`config.mk`:
```
export PLATFORM = sky130hd
export DESIGN_NAME = qfr_ctl
export DESIGN_NICKNAME = d
export VERILOG_FILES = /design/src/common/qfr_pkg.sv /design/src/core/qfr_ctl.sv
export VERILOG_INCLUDE_DIRS = /design/src /design/src/common
export SDC_FILE = /design/constraint.sdc
export NUM_CORES = 2
export LEC_CHECK = 0
export BUFFER_PORTS_ARGS = -buffer_cell sky130_fd_sc_hd__buf_2
export CAP_MARGIN = 20
export CORE_AREA = 2 2 613 615
export DETAILED_ROUTE_END_ITERATION = 6
export DIE_AREA = 0 0 615 617
export GPL_TIMING_DRIVEN = 0
export HOLD_SLACK_MARGIN = 0.08
export PLACE_DENSITY = 0.38
export SETUP_SLACK_MARGIN = 0.15
export SYNTH_ARGS = -nofsm -noshare
export SYNTH_HDL_FRONTEND = slang
export SYNTH_SLANG_ARGS = --single-unit
```
`constraint.sdc`:
```
create_clock -name i_sys_clk -period 9.94 [get_ports i_sys_clk]
set_input_delay 0.994 -clock i_sys_clk [delete_from_list [all_inputs] [get_ports i_sys_clk]]
set_output_delay 0.994 -clock i_sys_clk [all_outputs]
set_load 0.01 [all_outputs]
```
`src/common/qfr_defines.svh`:
```
// constants for the quad flash read and program sequencer
`ifndef QFR_DEFINES_SVH
`define QFR_DEFINES_SVH
`define QFR_OP_QREAD 8'hEB
`define QFR_OP_QREAD_WIDE 8'hEC
`define QFR_OP_PAGE 8'h02
`define QFR_OP_PAGE_WIDE 8'h12
`define QFR_OP_QPAGE_A 8'h32
`define QFR_OP_QPAGE_B 8'h38
`define QFR_OP_QPAGE_WIDE_A 8'h34
`define QFR_OP_QPAGE_WIDE_B 8'h3E
`define QFR_OP_PERMIT 8'h06
`define QFR_MODE_SKIP_NIB 4'hA
`define QFR_OPCODE_BITS 6'h08
`define QFR_ADDR_BITS_NARROW 6'h18
`define QFR_ADDR_BITS_WIDE 6'h20
`define QFR_MODE_BITS 6'h08
`define QFR_MODE_CYCLES 4'h2
`define QFR_PAGE_BYTES 9'h100
`define QFR_SECTOR_LOG2 6'h0C
`define QFR_BLOCK32_LOG2 6'h0F
`define QFR_BLOCK64_LOG2 6'h10
`define QFR_WIPE_SECTOR 2'h0
`define QFR_WIPE_BLOCK32 2'h1
`define QFR_WIPE_BLOCK64 2'h2
`endif

```
`src/common/qfr_pkg.sv`:
```
// types shared by the quad flash read and program sequencer
package qfr_pkg;
    typedef struct packed {
        logic four_wire_command_mode;
        logic quad_lines_enable;
        logic wide_address_select;
        logic [3:0] dummy_cycles;
    } qfr_cfg_type;

    typedef struct packed {
        logic [31:0] addr;
        logic [7:0] data;
    } qfr_prog_word_type;

    typedef struct packed {
        logic valid;
        logic [31:0] base;
        logic [5:0] size_log2;
    } qfr_wipe_type;

    typedef enum logic [2:0] {
        ST_CMD, ST_ADDR, ST_MODE, ST_DUMMY, ST_RDATA, ST_PCHK, ST_PDATA, ST_IGNORE
    } qfr_frame_type;

    typedef enum logic [1:0] {CM_IDLE, CM_SCAN, CM_WAIT, CM_PUSH} qfr_commit_type;
endpackage

```
`src/core/qfr_ctl.sv`:
```
// serial flash command sequencer: quad read, page program, wipe regions
// Behaviour
// RL1: mode nibble A keeps next read opcode-less
// RL2: four-wire mode quad read ignores quad enable
// RL3: four-wire opcode arrives as two nibbles
// RL4: host sends mode byte after address
// RL5: only mode bits 7..4 equal 1010 skip
// RL6: after read, ready for opcode, mode kept
// RL7: dummy count includes the two mode cycles
// RL8: quad read ignored while operation in progress
// RL9: host floats low mode nibble when needed
// RL10: EBh selectable address width, ECh four bytes
// RL11: read phases identical in both command modes
// RL12: 02h selectable width, 12h four bytes, data
// RL13: program into protected page is ignored
// RL14: host sets write permit before program
// RL15: program starts only on chip-select release
// RL16: progress flag high until program finishes
// RL17: data wraps in page, last 256 kept
// RL18: programming only clears bits
// RL19: host enables quad lines before quad program
// RL20: 32h/38h selectable width, 34h/3Eh four bytes
// RL21: 4K sectors, 32K and 64K blocks
// RL22: wipe sets region to ones, others untouched
// RL23: write permit cleared when operation completes
// RL24: in-page byte address advances modulo page
`include "qfr_defines.svh"
module qfr_ctl (
    input wire logic i_sys_clk,
    input wire logic i_rstn,
    input wire logic i_ce,
    input wire logic i_sck,
    input wire logic i_cs_n,
    input wire logic [3:0] i_io,
    output logic [3:0] o_io,
    output logic [3:0] o_io_oe,
    input wire qfr_pkg::qfr_cfg_type i_cfg,
    input wire logic i_ext_busy,
    output logic [31:0] o_check_addr,
    input wire logic i_addr_protected,
    output logic [31:0] o_mem_addr,
    input wire logic [7:0] i_mem_rdata,
    output logic o_prog_valid,
    input wire logic i_prog_ready,
    output qfr_pkg::qfr_prog_word_type o_prog_word,
    input wire logic i_wipe_req,
    input wire logic [1:0] i_wipe_kind,
    input wire logic [31:0] i_wipe_addr,
    input wire logic i_wipe_done,
    output qfr_pkg::qfr_wipe_type o_wipe,
    output logic o_op_in_progress_flag,
    output logic o_write_permit_latch
);
    import qfr_pkg::*;

    logic sck_s1, sck_s2, sck_s3, cs_s1, cs_s2, cs_s3;
    logic [3:0] io_s1, io_s2;
    logic rise, fall, desel, busy, quad_now, byte_wr, commit_go, commit_done, fifo_push;
    logic [5:0] lw, ncnt, alen;
    logic [31:0] sh_q, nxt_sh, addr_q;
    logic [5:0] cnt_q;
    logic [3:0] dcnt_q, io_q;
    logic [7:0] pidx_q;
    logic rd_q, wide_q, aquad_q, dquad_q, skip_q, any_q, nib_q, oe_q, permit_set_q;
    logic permit_q, cbusy_q;
    qfr_frame_type state_q;
    qfr_commit_type cm_q;
    logic [8:0] idx_q;
    logic [23:0] cpage_q;
    logic [7:0] page_mem [0:255];
    logic [255:0] mask_q;
    qfr_prog_word_type fifo_mem [0:1];
    qfr_prog_word_type push_word;
    logic [1:0] fcnt_q;
    logic fwp_q, frp_q;
    logic [31:0] mem_addr_q;
    qfr_wipe_type wipe_q;

    // pin synchronisers and link clock edge finding
    always_ff @(posedge i_sys_clk or negedge i_rstn) begin
        if (!i_rstn) begin
            sck_s1 <= 1'b0;
            sck_s2 <= 1'b0;
            sck_s3 <= 1'b0;
            cs_s1 <= 1'b1;
            cs_s2 <= 1'b1;
            cs_s3 <= 1'b1;
            io_s1 <= 4'h0;
            io_s2 <= 4'h0;
        end else if (i_ce) begin
            sck_s1 <= i_sck;
            sck_s2 <= sck_s1;
            sck_s3 <= sck_s2;
            cs_s1 <= i_cs_n;
            cs_s2 <= cs_s1;
            cs_s3 <= cs_s2;
            io_s1 <= i_io;
            io_s2 <= io_s1;
        end
    end

    assign rise = i_ce & sck_s2 & ~sck_s3 & ~cs_s2;
    assign fall = i_ce & ~sck_s2 & sck_s3 & ~cs_s2;
    assign desel = i_ce & cs_s2 & ~cs_s3;
    assign busy = cbusy_q | i_ext_busy;

    // lines used by the current phase and next shift value
    always_comb begin
        unique case (state_q)
            ST_CMD: quad_now = i_cfg.four_wire_command_mode;
            ST_ADDR: quad_now = aquad_q;
            ST_MODE: quad_now = 1'b1;
            ST_PDATA: quad_now = dquad_q;
            default: quad_now = 1'b0;
        endcase
        lw = quad_now ? 6'h04 : 6'h01;
        ncnt = cnt_q + lw;
        nxt_sh = quad_now ? {sh_q[27:0], io_s2} : {sh_q[30:0], io_s2[0]};
        alen = wide_q ? `QFR_ADDR_BITS_WIDE : `QFR_ADDR_BITS_NARROW;
    end

    assign byte_wr = rise && state_q == ST_PDATA && ncnt == 6'h08;

    // frame sequencer: opcode, address, mode, dummy, data
    always_ff @(posedge i_sys_clk or negedge i_rstn) begin
        if (!i_rstn) begin
            state_q <= ST_CMD;
            cnt_q <= 6'h00;
            sh_q <= 32'h0000_0000;
            addr_q <= 32'h0000_0000;
            {rd_q, wide_q, aquad_q, dquad_q, skip_q, any_q, nib_q} <= 7'h00;
            dcnt_q <= 4'h0;
            pidx_q <= 8'h00;
            permit_set_q <= 1'b0;
        end else if (i_ce) begin
            permit_set_q <= 1'b0;
            if (cs_s2) begin
                // RL1: skip read starts straight at the address
                // RL6: idle frame waits for a new opcode
                state_q <= skip_q ? ST_ADDR : ST_CMD;
                cnt_q <= 6'h00;
                nib_q <= 1'b0;
            end else if (state_q == ST_PCHK) begin
                // RL13: protected page drops the whole program
                state_q <= i_addr_protected ? ST_IGNORE : ST_PDATA;
                pidx_q <= addr_q[7:0];
            end else if (fall && state_q == ST_RDATA) begin
                nib_q <= ~nib_q;
                if (nib_q) begin
                    addr_q <= addr_q + 32'h0000_0001;
                end
            end else if (rise) begin
                sh_q <= nxt_sh;
                cnt_q <= ncnt;
                unique case (state_q)
                    ST_CMD: begin
                        // RL3: four-wire opcode completes in two clocks
                        if (ncnt == `QFR_OPCODE_BITS) begin
                            cnt_q <= 6'h00;
                            state_q <= ST_IGNORE;
                            aquad_q <= i_cfg.four_wire_command_mode;
                            dquad_q <= i_cfg.four_wire_command_mode;
                            any_q <= 1'b0;
                            unique case (nxt_sh[7:0])
                                `QFR_OP_QREAD, `QFR_OP_QREAD_WIDE: begin
                                    // RL2: four-wire mode skips the quad enable check
                                    // RL8: reads during an operation are ignored
                                    // RL10: ECh forces four address bytes
                                    // RL11: address, mode, dummy and data on four lines
                                    if (!busy && (i_cfg.four_wire_command_mode
                                            || i_cfg.quad_lines_enable)) begin
                                        state_q <= ST_ADDR;
                                        rd_q <= 1'b1;
                                        aquad_q <= 1'b1;
                                        wide_q <= nxt_sh[7:0] == `QFR_OP_QREAD_WIDE
                                            || i_cfg.wide_address_select;
                                    end
                                end
                                `QFR_OP_PAGE, `QFR_OP_PAGE_WIDE: begin
                                    // RL12: 12h forces four address bytes
                                    if (!busy && permit_q) begin
                                        state_q <= ST_ADDR;
                                        rd_q <= 1'b0;
                                        wide_q <= nxt_sh[7:0] == `QFR_OP_PAGE_WIDE
                                            || i_cfg.wide_address_select;
                                    end
                                end
                                `QFR_OP_QPAGE_A, `QFR_OP_QPAGE_B,
                                `QFR_OP_QPAGE_WIDE_A, `QFR_OP_QPAGE_WIDE_B: begin
                                    // RL20: 34h and 3Eh force four address bytes
                                    if (!busy && permit_q && (i_cfg.quad_lines_enable
                                            || i_cfg.four_wire_command_mode)) begin
                                        state_q <= ST_ADDR;
                                        rd_q <= 1'b0;
                                        dquad_q <= 1'b1;
                                        wide_q <= nxt_sh[7:0] == `QFR_OP_QPAGE_WIDE_A
                                            || nxt_sh[7:0] == `QFR_OP_QPAGE_WIDE_B
                                            || i_cfg.wide_address_select;
                                    end
                                end
                                `QFR_OP_PERMIT: permit_set_q <= !busy;
                                default: state_q <= ST_IGNORE;
                            endcase
                        end
                    end
                    ST_ADDR: begin
                        if (ncnt == alen) begin
                            cnt_q <= 6'h00;
                            addr_q <= wide_q ? nxt_sh : {8'h00, nxt_sh[23:0]};
                            if (rd_q && busy) begin
                                state_q <= ST_IGNORE;
                            end else begin
                                state_q <= rd_q ? ST_MODE : ST_PCHK;
                            end
                        end
                    end
                    ST_MODE: begin
                        if (ncnt == `QFR_MODE_BITS) begin
                            // RL5: only the upper mode nibble decides
                            skip_q <= nxt_sh[7:4] == `QFR_MODE_SKIP_NIB;
                            // RL7: mode cycles count toward the dummy total
                            dcnt_q <= i_cfg.dummy_cycles - `QFR_MODE_CYCLES;
                            state_q <= (i_cfg.dummy_cycles <= `QFR_MODE_CYCLES)
                                ? ST_RDATA : ST_DUMMY;
                        end
                    end
                    ST_DUMMY: begin
                        dcnt_q <= dcnt_q - 4'h1;
                        if (dcnt_q <= 4'h1) begin
                            state_q <= ST_RDATA;
                        end
                    end
                    ST_PDATA: begin
                        if (byte_wr) begin
                            // RL24: byte pointer wraps inside the page
                            cnt_q <= 6'h00;
                            pidx_q <= pidx_q + 8'h01;
                            any_q <= 1'b1;
                        end
                    end
                    default: ;
                endcase
            end
        end
    end

    assign o_check_addr = addr_q;

    // page buffer; later bytes overwrite earlier ones at the same offset
    always_ff @(posedge i_sys_clk) begin
        if (i_ce && byte_wr) begin
            // RL17: only the last 256 bytes survive
            page_mem[pidx_q] <= nxt_sh[7:0];
        end
    end

    // written-byte mask so untouched bytes stay unchanged
    always_ff @(posedge i_sys_clk or negedge i_rstn) begin
        if (!i_rstn) begin
            mask_q <= '0;
        end else if (i_ce) begin
            if (state_q == ST_PCHK) begin
                mask_q <= '0;
            end else if (byte_wr) begin
                mask_q[pidx_q] <= 1'b1;
            end
        end
    end

    // RL15: only a clean release after whole bytes starts programming
    assign commit_go = desel && state_q == ST_PDATA && any_q && cnt_q == 6'h00;
    assign commit_done = i_ce && cm_q == CM_SCAN && idx_q[8] && fcnt_q == 2'h0;
    // RL18: old data masked so bits can only fall to zero
    assign push_word = '{addr: {cpage_q, idx_q[7:0]}, data: i_mem_rdata & page_mem[idx_q[7:0]]};
    assign fifo_push = i_ce && cm_q == CM_PUSH && fcnt_q != 2'h2;

    // commit engine walks the page and queues the written bytes
    always_ff @(posedge i_sys_clk or negedge i_rstn) begin
        if (!i_rstn) begin
            cm_q <= CM_IDLE;
            idx_q <= 9'h000;
            cpage_q <= 24'h00_0000;
            cbusy_q <= 1'b0;
        end else if (i_ce) begin
            unique case (cm_q)
                CM_IDLE: begin
                    if (commit_go) begin
                        // RL16: progress flag rises with the commit
                        cm_q <= CM_SCAN;
                        cbusy_q <= 1'b1;
                        idx_q <= 9'h000;
                        cpage_q <= addr_q[31:8];
                    end
                end
                CM_SCAN: begin
                    if (idx_q[8]) begin
                        // RL16: flag falls once the page is scanned and the buffer drained
                        if (fcnt_q == 2'h0) begin
                            cm_q <= CM_IDLE;
                            cbusy_q <= 1'b0;
                        end
                    end else if (mask_q[idx_q[7:0]]) begin
                        cm_q <= CM_WAIT;
                    end else begin
                        idx_q <= idx_q + 9'h001;
                    end
                end
                CM_WAIT: cm_q <= CM_PUSH;
                CM_PUSH: begin
                    if (fifo_push) begin
                        idx_q <= idx_q + 9'h001;
                        cm_q <= CM_SCAN;
                    end
                end
            endcase
        end
    end

    // two-entry program word buffer toward the array writer
    always_ff @(posedge i_sys_clk or negedge i_rstn) begin
        if (!i_rstn) begin
            fcnt_q <= 2'h0;
            fwp_q <= 1'b0;
            frp_q <= 1'b0;
        end else if (i_ce) begin
            if (fifo_push) begin
                fifo_mem[fwp_q] <= push_word;
                fwp_q <= ~fwp_q;
            end
            if (o_prog_valid && i_prog_ready) begin
                frp_q <= ~frp_q;
            end
            fcnt_q <= fcnt_q + {1'b0, fifo_push} - {1'b0, o_prog_valid && i_prog_ready};
        end
    end

    assign o_prog_valid = fcnt_q != 2'h0;
    assign o_prog_word = fifo_mem[frp_q];

    // array address for read data and for old-data fetch
    always_ff @(posedge i_sys_clk or negedge i_rstn) begin
        if (!i_rstn) begin
            mem_addr_q <= 32'h0000_0000;
        end else if (i_ce) begin
            mem_addr_q <= (cm_q != CM_IDLE) ? {cpage_q, idx_q[7:0]} : addr_q;
        end
    end

    assign o_mem_addr = mem_addr_q;

    // read data driven on falling link edges, high nibble first
    always_ff @(posedge i_sys_clk or negedge i_rstn) begin
        if (!i_rstn) begin
            io_q <= 4'h0;
            oe_q <= 1'b0;
        end else if (i_ce) begin
            if (cs_s2 || state_q != ST_RDATA) begin
                oe_q <= 1'b0;
            end else if (fall) begin
                io_q <= nib_q ? i_mem_rdata[3:0] : i_mem_rdata[7:4];
                oe_q <= 1'b1;
            end
        end
    end

    assign o_io = io_q;
    assign o_io_oe = {4{oe_q}};

    // write permit latch; a new permit wins over a completion
    always_ff @(posedge i_sys_clk or negedge i_rstn) begin
        if (!i_rstn) begin
            permit_q <= 1'b0;
        end else if (i_ce) begin
            if (permit_set_q) begin
                permit_q <= 1'b1;
            end else if (commit_done || i_wipe_done) begin
                // RL23: completion clears the permit
                permit_q <= 1'b0;
            end
        end
    end

    assign o_write_permit_latch = permit_q;
    assign o_op_in_progress_flag = busy;

    // wipe region: aligned 4K sector or 32K/64K block
    always_ff @(posedge i_sys_clk or negedge i_rstn) begin
        if (!i_rstn) begin
            wipe_q <= '0;
        end else if (i_ce) begin
            wipe_q.valid <= i_wipe_req;
            if (i_wipe_req) begin
                // RL21: region sizes of sector and blocks
                // RL22: base aligned so neighbours stay untouched
                unique case (i_wipe_kind)
                    `QFR_WIPE_SECTOR: wipe_q.size_log2 <= `QFR_SECTOR_LOG2;
                    `QFR_WIPE_BLOCK32: wipe_q.size_log2 <= `QFR_BLOCK32_LOG2;
                    default: wipe_q.size_log2 <= `QFR_BLOCK64_LOG2;
                endcase
                unique case (i_wipe_kind)
                    `QFR_WIPE_SECTOR: wipe_q.base <= {i_wipe_addr[31:12], 12'h000};
                    `QFR_WIPE_BLOCK32: wipe_q.base <= {i_wipe_addr[31:15], 15'h0000};
                    default: wipe_q.base <= {i_wipe_addr[31:16], 16'h0000};
                endcase
            end
        end
    end

    assign o_wipe = wipe_q;
endmodule

```
=== Yosys cells after proc, flatten, opt, wreduce, memory -nomap -nowiden ===
Memory sizes are Yosys's and may differ from the RTL's.
Cells that the tools add are included.

* Flip-flop bits (word level): 479
* Bits in latches: 0
* Bits in writable memories: 2128
* Bits in read-only memories: 0
* Input port bits: 63
* Output and inout bits: 154
* Logic and storage cells: 300
* Memories: 2

{| class="wikitable"
|+ Memory list
! memory !! depth !! width !! read ports !! clocked after Yosys merged registers in !! write ports !! line !! text
|-
| page_mem || 256 || 8 || 1 || 0 || 1 || qfr_ctl.sv:70 || <nowiki>logic [7:0] page_mem [0:255];</nowiki>
|-
| fifo_mem || 2 || 40 || 1 || 0 || 1 || qfr_ctl.sv:72 || <nowiki>qfr_prog_word_type fifo_mem [0:1];</nowiki>
|}

* $add $sub $neg: 8
* Multiply operators: 0
* Div/mod/pow operators: 0
* Magnitude comparators: 5
* Equal/unequal tests: 47
* Shifts and indexed selects: 0
* Multiplexer cells: 102
* Bitwise operators: 21
* Reduce and logical (&&, ||, !) cells: 77

{| class="wikitable"
|+ Operators by type and width
! cell !! number
|-
| $mux 256 || 2
|-
| $mux 32 || 8
|-
| $or 256x256->256 || 1
|-
| $mux 6 || 8
|-
| $mux 3 || 15
|-
| $mux 8 || 5
|-
| $mux 1 || 38
|-
| $mux 9 || 4
|-
| $add 32x1->32 const B || 1
|-
| $eq 8x6->1 const B || 4
|-
| $pmux 16 s2 || 1
|-
| $ne 2x2->1 const B || 15
|-
| $reduce_bool 2->1 || 15
|-
| $reduce_and 7->1 || 4
|-
| $pmux 9 s3 || 1
|-
| $logic_and 1x1->1 || 19
|-
| $lt 8x9->1 const B || 2
|-
| $pmux 6 s3 || 1
|-
| $eq 8x8->1 const B || 2
|-
| $ne 4x4->1 const B || 4
|-
| $reduce_and 8->1 || 2
|-
| $reduce_and 5->1 || 3
|-
| $pmux 3 s4 || 1
|-
| $reduce_and 2->1 || 6
|-
| other kinds (52) || 98
|}

=== Logic depth before layout (Yosys ltp) ===
* Depth after elaboration: 12
* Mapped depth: 20
* Depth with buffers taken out: 15

=== Worst setup path after synthesis ===
OpenSTA, ideal clock, no wires.

* Path type: in2reg
* Start point: in i_cfg[6] (netlist bit)
* End point: mem page_mem[0][7] (data pin)
* Setup time: 0.828 ns
* Arrival: 5.481 ns
* Data required time: 9.112 ns
* Slack: 3.631 ns
* Stages on the path: 7
* Path buffers: 2
* Cells stage by stage: a22oi_1 > o2bb2ai_1 > inv_2 > buf_1 > clkbuf_1 > nand2_1 > nand2_1

* Cells in the longest elaborated chain, start to end: 2

{| class="wikitable"
|+ RTL lines
! item !! line !! text
|-
| start: declaration || qfr_ctl.sv:37 || <nowiki>input wire qfr_pkg::qfr_cfg_type i_cfg,</nowiki>
|-
| $pmux 1 s4 || qfr_ctl.sv:109 || <nowiki>unique case (state_q)</nowiki>
|-
| $mux 32 || qfr_ctl.sv:118 || <nowiki>nxt_sh = quad_now ? {sh_q[27:0], io_s2} : {sh_q[30:0], io_s2[0]};</nowiki>
|-
| net nxt_sh[7] || qfr_ctl.sv:60 || <nowiki>logic [31:0] sh_q, nxt_sh, addr_q;</nowiki>
|-
| end: declaration || qfr_ctl.sv:70 ||
|}

The timed path passes the listed nets, and every way through them passes these cells.

=== Worst setup path after layout ===
* Start point: reg state_q[1]
* End point: mem page_mem[190][2] (enable)

* Cells in the longest elaborated chain, start to end: 9
* Elaborated cells on any way between the ends: 13
* Those cells by class: add/sub (1); eq/ne (4); mux (4); reduce/logical (4)

{| class="wikitable"
|+ RTL lines
! item !! line !! text
|-
| start: declaration || qfr_ctl.sv:66 || <nowiki>qfr_frame_type state_q;</nowiki>
|-
| start signal: assignment || qfr_ctl.sv:140 || <nowiki>state_q <= skip_q ? ST_ADDR : ST_CMD;</nowiki>
|-
| start signal: assignment || qfr_ctl.sv:145 || <nowiki>state_q <= i_addr_protected ? ST_IGNORE : ST_PDATA;</nowiki>
|-
| start signal: assignment || qfr_ctl.sv:213 || <nowiki>state_q <= rd_q ? ST_MODE : ST_PCHK;</nowiki>
|-
| $eq 3x3->1, or another cell as far along || qfr_ctl.sv:109, qfr_ctl.sv:122 ||
|-
| $pmux 1 s4 || qfr_ctl.sv:109 ||
|-
| $mux 3 || qfr_ctl.sv:116 || <nowiki>lw = quad_now ? 6'h04 : 6'h01;</nowiki>
|-
| $add 6x3->6 || qfr_ctl.sv:117 || <nowiki>ncnt = cnt_q + lw;</nowiki>
|-
| $eq 6x4->1 || qfr_ctl.sv:122 || <nowiki>assign byte_wr = rise && state_q == ST_PDATA && ncnt == 6'h08;</nowiki>
|-
| $logic_and 1x1->1 (*) || qfr_ctl.sv:122 ||
|-
| $logic_and 1x1->1 (*) || qfr_ctl.sv:251 || <nowiki>if (i_ce && byte_wr) begin</nowiki>
|-
| $mux 1 (*) || qfr_ctl.sv:251 ||
|-
| $mux 1 (not written as such) (*) || qfr_ctl.sv:253 || <nowiki>page_mem[pidx_q] <= nxt_sh[7:0];</nowiki>
|}

Every way passes the cells marked *; elsewhere a longest branch is shown, timed or not.

==> results.py <==
metrics = {
    "synth": {
        "avgSynthCellArea_um2": 18.3,
        "synthArstFlopShare": 0.179,
        "synth.cell_area_um2": 104000,
        "synth_warnings": 0,
        "ys_seq_area_frac": 0.726,
        "synth_edf_count": 2128,
        "synthCells": 5681,
        "synth_cell_types": 82,
        "ys.flop_type": "edfxtp_1",
        "synth-seq-cells": 2592,
    },
    "setup_path": {
        "crit_chain": "clkbuf_1 -> nand2b_1 -> nor2_1 -> o2bb2ai_1 -> inv_2 -> buf_1 -> clkbuf_1 -> ha_1 -> ha_1 -> or3_1 -> nor3_1 -> and2_1 -> nand2_1 -> nor3_1 -> nand4_1 -> clkbuf_2 -> nor2_1",
        "crit_path_start_kind": "flop",
        "reg2reg_depth": 17,
        "worstPathArrival_ps": 9090,
        "cp.required_ps": 10450,
        "max_stage_delay_ps": 1160,
        "crit_path_end_kind": "flop",
        "cp_max_fo": 10,
        "reg2reg_to": "page_mem[190][2]$_DFFE_PP_",
        "r2r_start": "state_q[1]$_DFFE_PN0P_",
        "cp.buffers_inverters": 5,
        "crit_slowest_cell": "nand4_1",
        "reg2reg_slack_ps": 1360,
        "path_class": "flop to flop",
        "path_delay_family": "simple AND/OR/NAND/NOR gates",
        "crit_cells": 17,
    },
    "power": {
        "power_mw": 35.6,
        "power.leakage_nw": 42.3,
        "p_per_area_nw_per_um2": 286,
        "vdd_ir_drop_max_v": 0.000254,
    },
    "sta": {
        "worst_pin_slew_ps": 1350,
        "hold_slack_ps": 137,
        "max_slew_margin": 0.0996,
        "setup_slack_ps": 1360,
        "finalCriticalPeriod_ps": 8580,
        "fin_worst_skew_ps": 56.4,
        "hold_violations": 0,
        "rsz0062_at_grt": "no",
        "finalMaxSlewViolations": 0,
        "fmax_ghz": 0.117,
        "setup_violations": 0,
        "tns_ps": 0,
        "min_period_over_period": 0.863,
    },
    "placement": {
        "pre_cts_ws_ps": 1020,
        "place_area_um2": 114000,
        "finalWeightedCongestion": 0.902,
        "dp.cells": 11100,
        "port-buffer-count": 191,
        "dp_hpwl_um": 317000,
    },
    "drt": {
        "wl_um": 451000,
        "drtPass1Iterations": 6,
        "postRouteAntennaNets": 0,
        "drc_errors": 0,
        "wl_per_cell_um": 38.7,
        "vias_per_cell": 5.27,
        "vias": 61400,
        "drt_iter0_markers": 7813,
    },
    "clock_network": {
        "cts-htree-levels": 5,
        "cts_max_path_buffers": 4,
        "clk_root_buffer_cell": "clkbuf_16",
        "cts_tree": "yes",
        "cts-resized-gates": 0,
        "postCtsSetupRepairBufs": 0,
        "cts_hold_buffers": 0,
        "clk_latency_ps": 940,
        "clk_pin_slew_worst_paths_ps": 60,
        "clock-sinks": 2592,
        "numCtsBuffers": 303,
    },
    "grt": {
        "grt_max_degree": 141,
        "grt_first_pass_wirelength_um": 590000,
        "antenna_found_initial": 38,
        "grt_pass1_vias": 60100,
        "gr-total-overflow": 0,
        "grt_usage": 0.233,
    },
    "die": {
        "row_count": 225,
        "die_width_um": 615,
        "fp.dieH_um": 617,
        "io-pin-count": 217,
        "die-area_um2": 379000,
        "start_util": 0.279,
        "design.core.area_um2": 374000,
    },
    "hold_path": {
        "hp-class": "input port to async pin",
    },
    "outcome": {
        "outcome": "completed",
    },
    "layout": {
        "fin_area_um2": 124000,
        "fin_cells": 11700,
        "post-route-util": 0.333,
        "drive_gt1_frac": 0.266,
        "finalNetCount": 6471,
        "syn_to_final_growth_pct": 19.4,
    },
    "run": {
        "cap_violations": 0,
    },
}
[metal layers]
metal  vias to the layer above  wire [um]  GRT usage  part of all wire
li1                      24200          -          -                 -
met1                     33900     190000      0.312              0.42
met2                      2681     209000      0.371              0.46
met3                       590      32300     0.0484             0.072
met4                         2      19700     0.0874             0.044
met5                         -         12          0          0.000027
[cell usage in the layout (no fill, tap or decap), drive strengths merged, types with 13 or more instances in the layout]
master and n:
a211oi 28, a21oi 231, a22o 14, a31oi 19, and2 18, and3 16
buf 572, bufinv 21, clkbuf 625, clkinv 88, conb 13, dfrtp 461
diode 24, edfxtp 2128, ha 19, inv 49, mux2 108, mux2i 220
mux4 601, nand2 258, nand2b 14, nand3 41, nand4 16, nor2 456
nor2b 16, nor3 47, o21a 192, o21ai 124, o221ai 64, o22ai 29
[worst max-delay path by stage]
stage,startpoint,endpoint
finish,state_q[1]$_DFFE_PN0P_,page_mem[190][2]$_DFFE_PP_
global route,state_q[1]$_DFFE_PN0P_,page_mem[103][7]$_DFFE_PP_
CTS,state_q[1]$_DFFE_PN0P_,page_mem[222][7]$_DFFE_PP_
detailed placement,i_cfg[6],page_mem[222][2]$_DFFE_PP_
global placement,i_rstn,fifo_mem[0][0]$_DFFE_PP_
floorplan,i_cfg[6],page_mem[0][7]$_DFFE_PP_
[power by group]
part | leakage (nW) | switching (mW) | internal (mW)
combinational | 11.9 | 7.54 | 3.11
sequential | 25.6 | 0.136 | 13.6
clock | 4.76 | 4.69 | 6.55
total | 42.3 | 12.4 | 23.2
[sequential cells by signal, indices dropped and copies added (netlist names), 2 cells and up]
register,cells
cm_q,2
cnt_q,6
cpage_q,24
dcnt_q,4
fcnt_q,2
fifo_mem,80
idx_q,9
io_s1,4
io_s2,4
mask_q,256
o_check_addr,32
o_io,4
o_mem_addr,32
o_wipe,24
page_mem,2048
pidx_q,8
sh_q,31
state_q,3
[worst reg2reg max path, cell delays in order (launching register included)]
cell and delay, ps:
dfrtp_1 320, clkbuf_1 310, nand2b_1 320, nor2_1 70, o2bb2ai_1 360, inv_2 250
buf_1 600, clkbuf_1 590, ha_1 300, ha_1 250, or3_1 410, nor3_1 160
and2_1 270, nand2_1 140, nor3_1 820, nand4_1 1160, clkbuf_2 810, nor2_1 1040
[layout make-up]
type | count | area (um2)
diodes | 24 | 60.1
plain buffers | 372 | 1980
clock buffers | 434 | 8560
clock inverters | 122 | 1210
fillers | 35900 | 249000
inverters | 42 | 180
multi-input cells | 2687 | 26700
flip-flops and latches | 2592 | 75500
well taps | 4994 | 6250
repair buffers | 391 | 3870
[cell usage after synthesis, types with 28 or more instances]
| master | number | area [um2] |
|---|---|---|
| nor3_1 | 47 | 235 |
| o21a_1 | 192 | 1440 |
| edfxtp_1 | 2128 | 63900 |
| o221ai_1 | 64 | 561 |
| nor2_1 | 455 | 1710 |
| mux2i_1 | 220 | 2200 |
| buf_1 | 32 | 120 |
| inv_1 | 37 | 139 |
| clkbuf_1 | 190 | 713 |
| mux4_2 | 583 | 13100 |
| nand2_1 | 258 | 968 |
| buf_2 | 70 | 350 |
| o22ai_1 | 29 | 181 |
| a211oi_1 | 28 | 210 |
| buf_4 | 53 | 398 |
| o21ai_0 | 119 | 596 |
| dfrtp_1 | 461 | 11500 |
| a21oi_1 | 231 | 1160 |
| nand3_1 | 41 | 205 |
| mux2_2 | 104 | 1170 |
[cells by family after synthesis]
| family | share of synthesized area |
|---|---|
| mux | 0.164 |
| fa+ha+maj | 0.00228 |
| compound gates | 0.0498 |
| buf+inv | 0.0199 |
| simple gates | 0.0379 |
| xor+xnor | 0.00101 |
| flops | 0.726 |
| other cells | 0.0000360 |
Power figures use the tool's default switching activity.
